$ cat src/logic/apsc_defs.vh
// constants for the gain-control, pre-scaler and sync-mode command block
`ifndef APSC_DEFS_VH
`define APSC_DEFS_VH

// bus register byte offsets
`define APSC_OFS_CMD        4'h0
`define APSC_OFS_STATUS     4'h4
`define APSC_OFS_FLAGS      4'h8

// command word patterns
`define APSC_SET_PREFIX     13'h19f2
`define APSC_GET_PREFIX     13'h19f0
`define APSC_CMD_PRE_READ   16'hcf05
`define APSC_CMD_PRE_WRITE  16'hcf07
`define APSC_REC_SYNC_BASE  14'h1440
`define APSC_PB_SYNC_BASE   14'h1480

// parameter selectors
`define APSC_SEL_MIN        3'h0
`define APSC_SEL_MAX        3'h1
`define APSC_SEL_START      3'h2
`define APSC_SEL_HOLD       3'h3
`define APSC_SEL_ATTACK     3'h4
`define APSC_SEL_DECAY      3'h5
`define APSC_SEL_THRESH     3'h6
`define APSC_SEL_ENABLE     3'h7

// reset values
`define APSC_RST_MIN        16'h0020
`define APSC_RST_MAX        16'h1000
`define APSC_RST_START      16'h0800
`define APSC_RST_HOLD       16'h1f40
`define APSC_RST_ATTACK     16'h0005
`define APSC_RST_DECAY      16'h000d
`define APSC_RST_THRESH     16'h2000
`define APSC_RST_ENABLE     16'h0000
`define APSC_RST_PRESCALE   16'h0040
`define APSC_THRESH_MASK    16'h7fff

// sync modes
`define APSC_SYNC_CODEC     2'h0
`define APSC_SYNC_DATA      2'h1
`define APSC_SYNC_POLL      2'h2
`define APSC_SYNC_HOST      2'h3

// fixed-point shifts and timing
`define APSC_GAIN_FRAC      8
`define APSC_PRE_FRAC       6
`define APSC_HOLD_UNIT_US   250
`define APSC_SAMPLE_US      125
`define APSC_HOLD_SAMPLES   (`APSC_HOLD_UNIT_US / `APSC_SAMPLE_US)

// gain phases
`define APSC_PH_ATTACK      2'h0
`define APSC_PH_HOLD        2'h1
`define APSC_PH_DECAY       2'h2

`endif

$ cat src/logic/apsc_top.v
// command interpreter with gain-control engine, tone pre-scaler and sync modes
// Functional notes
// - set gain parameter: CF9x word then value, echoed
// - CF8x word returns selected parameter value
// - param_pick_field 0 min gain, Q8, reset 0020
// - param_pick_field 1 max gain, Q8, reset 1000
// - param_pick_field 2 start gain, reset 0800
// - param_pick_field 3 hold in 250us units, reset 1f40
// - param_pick_field 4 attack index, reset 5
// - param_pick_field 5 decay index, reset 000d
// - param_pick_field 6 threshold, reset 2000, triggers attack
// - param_pick_field 7 enable, reset off
// - index n means right shift by n+1
// - attack subtracts (gain-min) shifted per sample
// - decay adds (max-gain) shifted per sample
// - CF05 returns pre-scaler, reset 0040
// - CF07 then value sets pre-scaler, echoed
// - pre-scaler linear, 0040 is unity
// - pre-scaler only on tone detector path
// - 5100-5103 pick record sync mode, echoed
// - 5200-5203 pick playback sync mode, echoed
// - record and playback sync held separately
// - both channels codec sync after reset
// - hold counter after attack, then decay
// - Q8 product then 8-bit arithmetic shift
//
// Chosen here: the Avalon-MM slave port and the address map.
`include "apsc_defs.vh"
`default_nettype none

module apsc_top (
	input  wire        clock,          // 50 MHz system clock
	input  wire        rst_b,          // asynchronous reset, active low
	input  wire [3:0]  address,        // avalon byte address
	input  wire        read,           // avalon read request
	input  wire        write,          // avalon write request
	input  wire [31:0] writedata,      // avalon write data
	output reg  [31:0] readdata,       // avalon read data
	output wire        waitrequest,    // avalon stall
	input  wire        sampleStrobe,   // one pulse per codec sample
	input  wire [15:0] recordIn,       // signed record sample into gain control
	input  wire [15:0] toneIn,         // signed sample into tone detector path
	output reg  [15:0] recordOut,      // gain-controlled record sample
	output reg  [15:0] toneOut,        // pre-scaled sample to tone detectors
	output reg         sampleValid,    // pulse when outputs updated
	output reg  [1:0]  recordSync,     // record channel sync mode
	output reg  [1:0]  playbackSync,   // playback channel sync mode
	output reg  [15:0] gainNow         // current gain, Q8
);

	reg        ack_q;                  // second cycle of a bus access
	reg [15:0] param_q [0:7];          // gain-control parameters
	reg [15:0] preScale_q;             // tone pre-scaler, Q6
	reg [15:0] status_q;               // last status word
	reg        statusValid_q;          // status not yet read
	reg        expectValue_q;          // next command is a value word
	reg        valueForPre_q;          // pending value goes to pre-scaler
	reg [2:0]  pendSel_q;              // pending parameter param_pick_field
	reg [1:0]  phase_q;                // attack, hold or decay
	reg [16:0] holdCnt_q;              // hold samples remaining
	reg        agcOnPrev_q;            // enable seen last sample

	wire        agcOn    = param_q[`APSC_SEL_ENABLE][0];
	wire [15:0] minGain  = param_q[`APSC_SEL_MIN];
	wire [15:0] maxGain  = param_q[`APSC_SEL_MAX];
	wire [3:0]  atkIdx   = param_q[`APSC_SEL_ATTACK][3:0];
	wire [3:0]  decIdx   = param_q[`APSC_SEL_DECAY][3:0];
	wire [15:0] thresh   = param_q[`APSC_SEL_THRESH] & `APSC_THRESH_MASK;
	wire [15:0] cmdWord  = writedata[15:0];
	wire        cmdWr    = write && ack_q && (address == `APSC_OFS_CMD);
	wire        statRd   = read && ack_q && (address == `APSC_OFS_STATUS);

	// every access stalls one cycle, then completes
	assign waitrequest = (read || write) && !ack_q;

	// bus acknowledge toggle
	always @(posedge clock or negedge rst_b) begin
		if (!rst_b) begin
			ack_q <= 1'b0;
		end else begin
			ack_q <= (read || write) && !ack_q;
		end
	end

	// read data prepared in the stall cycle, held for the answer cycle
	always @(posedge clock or negedge rst_b) begin
		if (!rst_b) begin
			readdata <= 32'h00000000;
		end else if (read && !ack_q) begin
			case (address)
				`APSC_OFS_STATUS: readdata <= {16'h0000, status_q};
				`APSC_OFS_FLAGS:  readdata <= {23'h000000, phase_q, agcOn, playbackSync,
				                               recordSync, expectValue_q, statusValid_q};
				default:          readdata <= 32'h00000000; // command and unmapped read zero
			endcase
		end
	end

	// command interpreter
	always @(posedge clock or negedge rst_b) begin
		if (!rst_b) begin
			param_q[`APSC_SEL_MIN]    <= `APSC_RST_MIN;
			param_q[`APSC_SEL_MAX]    <= `APSC_RST_MAX;
			param_q[`APSC_SEL_START]  <= `APSC_RST_START;
			param_q[`APSC_SEL_HOLD]   <= `APSC_RST_HOLD;
			param_q[`APSC_SEL_ATTACK] <= `APSC_RST_ATTACK;
			param_q[`APSC_SEL_DECAY]  <= `APSC_RST_DECAY;
			param_q[`APSC_SEL_THRESH] <= `APSC_RST_THRESH;
			param_q[`APSC_SEL_ENABLE] <= `APSC_RST_ENABLE;
			preScale_q    <= `APSC_RST_PRESCALE;
			status_q      <= 16'h0000;
			statusValid_q <= 1'b0;
			expectValue_q <= 1'b0;
			valueForPre_q <= 1'b0;
			pendSel_q     <= 3'h0;
			recordSync    <= `APSC_SYNC_CODEC;
			playbackSync  <= `APSC_SYNC_CODEC;
		end else begin
			// a new status beats the clear from a read
			if (statRd) begin
				statusValid_q <= 1'b0;
			end
			if (cmdWr) begin
				statusValid_q <= 1'b1;
				status_q      <= cmdWord; // echo unless replaced below
				if (expectValue_q) begin
					// value word lands only now
					expectValue_q <= 1'b0;
					if (valueForPre_q) begin
						preScale_q <= cmdWord;
					end else begin
						param_q[pendSel_q] <= cmdWord;
					end
				end else if (cmdWord[15:3] == `APSC_SET_PREFIX) begin
					expectValue_q <= 1'b1;
					valueForPre_q <= 1'b0;
					pendSel_q     <= cmdWord[2:0];
				end else if (cmdWord[15:3] == `APSC_GET_PREFIX) begin
					status_q <= param_q[cmdWord[2:0]];
				end else if (cmdWord == `APSC_CMD_PRE_READ) begin
					status_q <= preScale_q;
				end else if (cmdWord == `APSC_CMD_PRE_WRITE) begin
					expectValue_q <= 1'b1;
					valueForPre_q <= 1'b1;
				end else if (cmdWord[15:2] == `APSC_REC_SYNC_BASE) begin
					recordSync <= cmdWord[1:0];
				end else if (cmdWord[15:2] == `APSC_PB_SYNC_BASE) begin
					playbackSync <= cmdWord[1:0];
				end
			end
		end
	end

	// sample arithmetic
	wire signed [32:0] recProd  = $signed(recordIn) * $signed({1'b0, gainNow});
	wire signed [32:0] recScale = recProd >>> `APSC_GAIN_FRAC;
	wire signed [32:0] preProd  = $signed(toneIn) * $signed({1'b0, preScale_q});
	wire signed [32:0] preScale = preProd >>> `APSC_PRE_FRAC;
	wire [15:0] agcSample = agcOn ? recScale[15:0] : recordIn;
	wire [15:0] magnitude = agcSample[15] ? (16'h0000 - agcSample) : agcSample;
	wire        overThr   = magnitude > thresh;
	wire [15:0] atkStep   = (gainNow > minGain) ? ((gainNow - minGain) >> ({1'b0, atkIdx} + 5'd1)) : 16'h0000;
	wire [15:0] decStep   = (maxGain > gainNow) ? ((maxGain - gainNow) >> ({1'b0, decIdx} + 5'd1)) : 16'h0000;
	wire [31:0] holdWide  = {16'h0000, param_q[`APSC_SEL_HOLD]} * `APSC_HOLD_SAMPLES;
	wire [16:0] holdLoad  = holdWide[16:0];                                        // hold in samples fits 17 bits

	// per-sample gain engine and output registers
	always @(posedge clock or negedge rst_b) begin
		if (!rst_b) begin
			gainNow     <= `APSC_RST_START;
			phase_q     <= `APSC_PH_DECAY;
			holdCnt_q   <= 17'h00000;
			agcOnPrev_q <= 1'b0;
			recordOut   <= 16'h0000;
			toneOut     <= 16'h0000;
			sampleValid <= 1'b0;
		end else begin
			sampleValid <= sampleStrobe;
			if (sampleStrobe) begin
				agcOnPrev_q <= agcOn;
				recordOut   <= agcSample;
				toneOut     <= preScale[15:0]; // tone path only, volume untouched
				if (agcOn && !agcOnPrev_q) begin
					gainNow <= param_q[`APSC_SEL_START];
					phase_q <= `APSC_PH_DECAY;
				end else if (agcOn) begin
					if (overThr) begin
						phase_q <= `APSC_PH_ATTACK;
						gainNow <= gainNow - atkStep;
					end else begin
						case (phase_q)
							`APSC_PH_ATTACK: begin
								phase_q   <= `APSC_PH_HOLD;
								holdCnt_q <= holdLoad;
							end
							`APSC_PH_HOLD: begin
								if (holdCnt_q == 17'h00000) begin
									phase_q <= `APSC_PH_DECAY;
								end else begin
									holdCnt_q <= holdCnt_q - 17'h00001;
								end
							end
							default: begin
								gainNow <= gainNow + decStep;
							end
						endcase
					end
				end
			end
		end
	end

endmodule

`default_nettype wire

$ cat config.mk
export PLATFORM = sky130hd
export DESIGN_NAME = apsc_top
export DESIGN_NICKNAME = d
export VERILOG_FILES = /design/src/logic/apsc_top.v
export VERILOG_INCLUDE_DIRS = /design/src /design/src/logic
export SDC_FILE = /design/constraint.sdc
export NUM_CORES = 2
export LEC_CHECK = 0
export BUFFER_PORTS_ARGS = -buffer_cell sky130_fd_sc_hd__buf_2
export CORE_AREA = 5 5 354 356
export DETAILED_ROUTE_END_ITERATION = 12
export DIE_AREA = 0 0 359 361
export GPL_TIMING_DRIVEN = 0
export HOLD_SLACK_MARGIN = 0.02
export SYNTH_ARGS = -nofsm -noshare
export SYNTH_HDL_FRONTEND = slang
export SYNTH_SLANG_ARGS = --single-unit
$ cat constraint.sdc
create_clock -name clock -period 35 [get_ports clock]
set_clock_uncertainty 0.05 [all_clocks]
set_input_delay 3.5 -clock clock [delete_from_list [all_inputs] [get_ports clock]]
set_output_delay 3.5 -clock clock [all_outputs]
set_load 0.02 [all_outputs]
## Word-level counts from Yosys, hierarchy flattened

Cells that the tools add are included.

- Flip-flop bits (word level): 272
- Latch bits: 0
- Memory bits (writable): 0
- Bits in read-only memories: 0
- Word-level logic and storage cells: 134
- Memories: 0

- Add/subtract/negate cells: 8
- Multipliers: 2
- Divide/modulo/power cells: 0
- $lt $le $gt $ge: 6
- Equality and inequality tests: 14
- Shift-type cells: 2
- Multiplexer cells: 37
- Bitwise logic cells: 11
- Reductions and logical operators: 29

Operator list:

| kind | number |
|---|---|
| $mux 16 | 15 |
| $bwmux 128 | 1 |
| $bmux 16 s3 | 1 |
| $demux 16 s3 | 1 |
| $sub 16x16->16 | 3 |
| $pmux 17 s2 | 1 |
| $eq 16x16->1 const B | 2 |
| $gt 16x16->1 | 2 |
| $pmux 16 s2 | 1 |
| $shr 16x5->16 | 2 |
| $eq 14x13->1 const B | 2 |
| $eq 13x13->1 const B | 2 |
| $mul 16x17->24 | 1 |
| $mul 16x17->22 | 1 |
| $logic_not 17->1 | 1 |
| $mux 17 | 1 |
| $sub 17x1->17 const B | 1 |
| $add 16x16->16 | 1 |
| $gt 16x15->1 | 1 |
| $sub 1x16->16 const A | 1 |
| $reduce_and 3->1 | 4 |
| $mux 1 | 11 |
| $add 4x1->5 const B | 2 |
| $not 1->1 | 9 |
| 24 further kinds | 42 |

## Longest topological paths before layout

- Word-level depth: 8
- Mapped depth: 56
- Depth with buffers taken out: 52

## Least setup slack after synthesis

No wires, ideal clock.

- Path type: input to register
- Start: input recordIn[7]
- End: register gainNow[15]
- Setup time: 77 ps
- Arrival time: 14600 ps
- Setup slack: 20272 ps
- Cell stages on the path: 51
- Path through: clkbuf_1 -> clkbuf_1 -> nand2_1 -> fa_1 -> inv_1 -> fa_1 -> inv_1 -> fa_1 -> inv_1 -> fa_1 -> fa_1 -> inv_1 -> fa_1 -> inv_1 -> ha_1 -> a21oi_1 -> o21ai_0 -> nor4_1 -> [... 15 more ...] -> o21ai_0 -> a22oi_1 -> or2_2 -> o31ai_1 -> ha_1 -> a21o_1 -> a21o_1 -> a2111oi_0 -> nor3_1 -> a41o_1 -> or4_1 -> o311ai_0 -> o211ai_1 -> a21oi_1 -> xnor2_1 -> xnor2_1 -> mux2i_1 -> a21oi_1

- Longest elaborated chain between the ends: 8
- Elaborated cells between the ends (all ways): 10
- Those cells by class: 1 x add/sub; 1 x mul; 1 x order compare; 1 x eq/ne; 5 x mux; 1 x reduce/logical

RTL lines:

| item | line | text |
|---|---|---|
| from (decl) | apsc_top.v:41 | `input wire [15:0] recordIn,` |
| $mul 16x17->24 | apsc_top.v:155 | `wire signed [32:0] recProd = $signed(recordIn) * $signed({1'b0, gainNow});` |
| $mux 16 * | apsc_top.v:159 | `wire [15:0] agcSample = agcOn ? recScale[15:0] : recordIn;` |
| $sub 1x16->16 | apsc_top.v:160 | `wire [15:0] magnitude = agcSample[15] ? (16'h0000 - agcSample) : agcSample;` |
| $mux 16 * | apsc_top.v:160 |  |
| $gt 16x15->1 * | apsc_top.v:161 | `wire overThr = magnitude > thresh;` |
| $mux 16 | apsc_top.v:187 | `if (overThr) begin` |
| $mux 16 | apsc_top.v:186 | `end else if (agcOn) begin` |
| $mux 16 | apsc_top.v:183 | `if (agcOn && !agcOnPrev_q) begin` |
| to (signal assigned) | apsc_top.v:170 | `` gainNow <= `APSC_RST_START; `` |
| to (signal assigned) | apsc_top.v:184 | `` gainNow <= param_q[`APSC_SEL_START]; `` |
| to (signal assigned) | apsc_top.v:189 | `gainNow <= gainNow - atkStep;` |
| to (decl) | apsc_top.v:48 | `output reg [15:0] gainNow` |

Mark *: on every way between the ends. The rest lies on a longest branch, timed or not. The select of a mux whose other input is x is not followed.
A chain may end at the register's enable or synchronous reset.

## Final worst setup path

Ends and elaborated chain as after synthesis.

==> qor.yml <==
clock_tree:
  clk_pin_slew_ns: 0.06
  cts-buffers-inserted: 30
  cts_tree: "done"
  clkLatencyLatePin_ns: 0.60
  htreeDepth: 1
  ctsHoldBuffers: 0
  clock_sinks: 256
  clockBufferDepth: 3
  cts_setup_buffers: 0
  clk_root_buffer_cell: "clkbuf_16"
  cts-resized-gates: 0
worst_setup_path:
  cp-start-kind: "input port"
  critPathCaptureType: "flip-flop"
  slowest_stage: "o31ai_2"
  crit_fanout: 10
  crit_top_cell: "fa_1"
  criticalPathCategory: "in -> reg"
  cpLargestDelayFamily: "compound AO/OA/AOI/OAI gates"
  critical_path_arrival_ns: 17.24
  r2r_setup_slack_ns: 20.71
  cp_slowest_stage_delay_ns: 0.66
  path_buf_inv: 9
  worst-endpoint-required_ns: 35.46
detailed_routing:
  vias: 24700
  drc: 0
  viasPerCell: 4.80
  dr.pass1.iters: 6
  wire_per_inst_microns: 19.3
  routed_wirelength_microns: 99100
  drt_iter0_drc: 1830
  final_antenna_net_count: 0
cells_and_area:
  reg_top3: "param_q: 87 flops, holdCnt_q: 17 flops"
  multi_input_comb_area_sq_mm: 0.0211
  nets: 4095
  finalNonFillerCells: 5139
  synthToLayoutAreaGrowth_pct: 12.6
  fillers: 13100
  fin_util_pct: 28.0
  final_common_cell: "inv_1"
  seq_area_sq_mm: 0.00643
  top_register: "param_q"
  largest_register_ffs: 87
  final_cell_mix: "inv_1, nand2_1, fa_1, dfrtp_1, ha_1"
  drive_gt1_share_pct: 12.4
floorplan:
  ios: 159
  row_count: 128
  die_h_microns: 361
  dieArea_sq_mm: 0.130
  core_area_sq_mm: 0.121
  start_util_pct: 24.9
  die_w_microns: 359
yosys:
  yosys_warnings: 0
  synth_area_sq_mm: 0.0302
  yosysTopAreaCell: "fa_1"
  ys_seq_area_share_pct: 21.3
  synth-seq-cells: 256
  syn_inst: 3318
  synth_top_area_share_pct: 21.3
  synth_ff_type: "dfrtp_1"
  ys_top_cells_by_area: "fa_1, dfrtp_1, ha_1, inv_1, nand2_1"
  synth_edf_count: 0
  async_reset_ff_share_pct: 100
  avgSynthCellArea_sq_um: 9.11
  synth.distinct_cells: 100
pwr:
  p_per_area_mw_per_mm2: 44.9
  p_sw_share_pct: 43.2
  p_switching_mw: 0.660
  seq_power_share_pct: 21.1
  internal-power_mw: 0.867
  peakVddDrop_mv: 0.0567
  p_clk_share_pct: 21.4
  leakage_nw: 15.9
  power_frac_comb_pct: 57.5
sta:
  fin_tns_setup_ns: 0
  slew_viol_final: 0
  setup_viol: 0
  max_freq_mhz: 59.6
  slew_headroom_pct: 24.8
  period_minus_slack_ns: 16.78
  rsz0062_at_grt: "no"
  finalCritPeriodShare_pct: 47.9
  finalHoldViolations: 0
  worst_pin_slew_ns: 1.13
global_routing:
  met1_usage_pct: 19.1
  antenna_found_initial: 7
  grt_usage_pct: 14.8
  grt.overflow.total: 0
  busiest_layer: "met2"
  grt_pass1_wl_microns: 151000
  grt_use_met2_pct: 25.7
  grtUsageMet3_pct: 1.84
  grt_pass1_vias: 25100
  grt_max_degree: 115
placement:
  gp_congestion: 0.908
  placed_cells: 5080
  place_hpwl_microns: 79200
  portBuffers: 120
outcome:
  status: "complete, no violations"
job:
  max-cap-violations: 0
min_path:
  hold_class: "reg -> reg"
-- layout make-up --
cell class | count | share of cell area (%)
Clock buffer | 47 | 2.72
Inverter | 503 | 5.55
Buffer | 191 | 2.40
Sequential cell | 256 | 18.9
Multi-Input combinational cell | 2383 | 62.2
Antenna cell | 3 | 0.0221
Clock inverter | 9 | 0.327
Tap cell | 1625 | 5.98
Timing Repair Buffer | 122 | 1.96
-- stage by stage --
stage	setup slack [ns]	power, mW	hold slack (ns)	cell area (sq um)
after floorplan	20.27	0.980	0.395	30300
after global placement	18.00	1.18	0.410	32900
after detailed placement	17.86	1.20	0.416	33000
after CTS	18.42	1.53	0.428	34000
after global routing	17.43	1.66	0.454	34000
final	18.22	1.53	0.425	34000
-- tightest hold or removal path, delay by kind of cell (launching register included) --
family	cells	cell delay [ns]
compound gates	1	0.06
flops	1	0.34
simple gates	1	0.04
-- cells by family (layout without fill, tap and decap cells) --
| kind of cell | after synthesis | in the layout | synth area share (%) |
|---|---|---|---|
| mux | 218 | 218 | 9.38 |
| xor+xnor | 113 | 113 | 3.28 |
| other cells | 1 | 19 | 0.0124 |
| flops | 256 | 256 | 21.3 |
| compound gates | 520 | 520 | 11.2 |
| fa+ha+maj | 535 | 535 | 30.2 |
| simple gates | 981 | 981 | 15.7 |
| buf+inv | 694 | 872 | 8.95 |
-- synth_stat cells (all sizes together) (9+ instances only) --
cell and count:
nor4 10, or3 18, o211ai 20, nor2b 18, dfrtp 238, xor2 29
mux2 141, nand4 14, o21ai 155, nor2 112, o32ai 9, o31ai 9
a21oi 126, a31oi 22, o21a 27, mux4 38, a211oi 18, nand2 451
xnor2 84, nand3b 10, and2 188, dfstp 18, buf 44, ha 213
clkbuf 147, fa 322, and3 14, inv 501, nand2b 25, mux2i 39
o22ai 11, nor3 40, nand3 43, a21o 24, a22oi 12
-- path summary, 6_finish.rpt --
check	from	end	cells after the start
worst min register to register	readdata[14]	readdata[14]	2
min in group asynchronous	rst_b	recordOut[15]	1
worst max-delay path	recordIn[7]	gainNow[15]	53
worst max register to register	gainNow[7]	gainNow[15]	52
max in group asynchronous	rst_b	param_q[91]	3
worst min-delay path	readdata[14]	readdata[14]	2
-- power by group through the flow --
stage | clock (mW) | combinational [mW] | sequential [mW]
floorplan | 0 | 0.655 | 0.325
global placement | 0 | 0.853 | 0.327
detailed placement | 0 | 0.870 | 0.327
CTS | 0.331 | 0.876 | 0.322
global route | 0.341 | 0.991 | 0.323
finish | 0.327 | 0.878 | 0.323
-- layer usage --
layer  vias to the layer above  wire length, microns
met2                       799                 48100
met4                         2                  3530
li1                      11200                     -
met1                     12500                 42300
met3                       168                  5100
met5                         -                     7
Note: power is estimated with default switching activity, not from simulation.
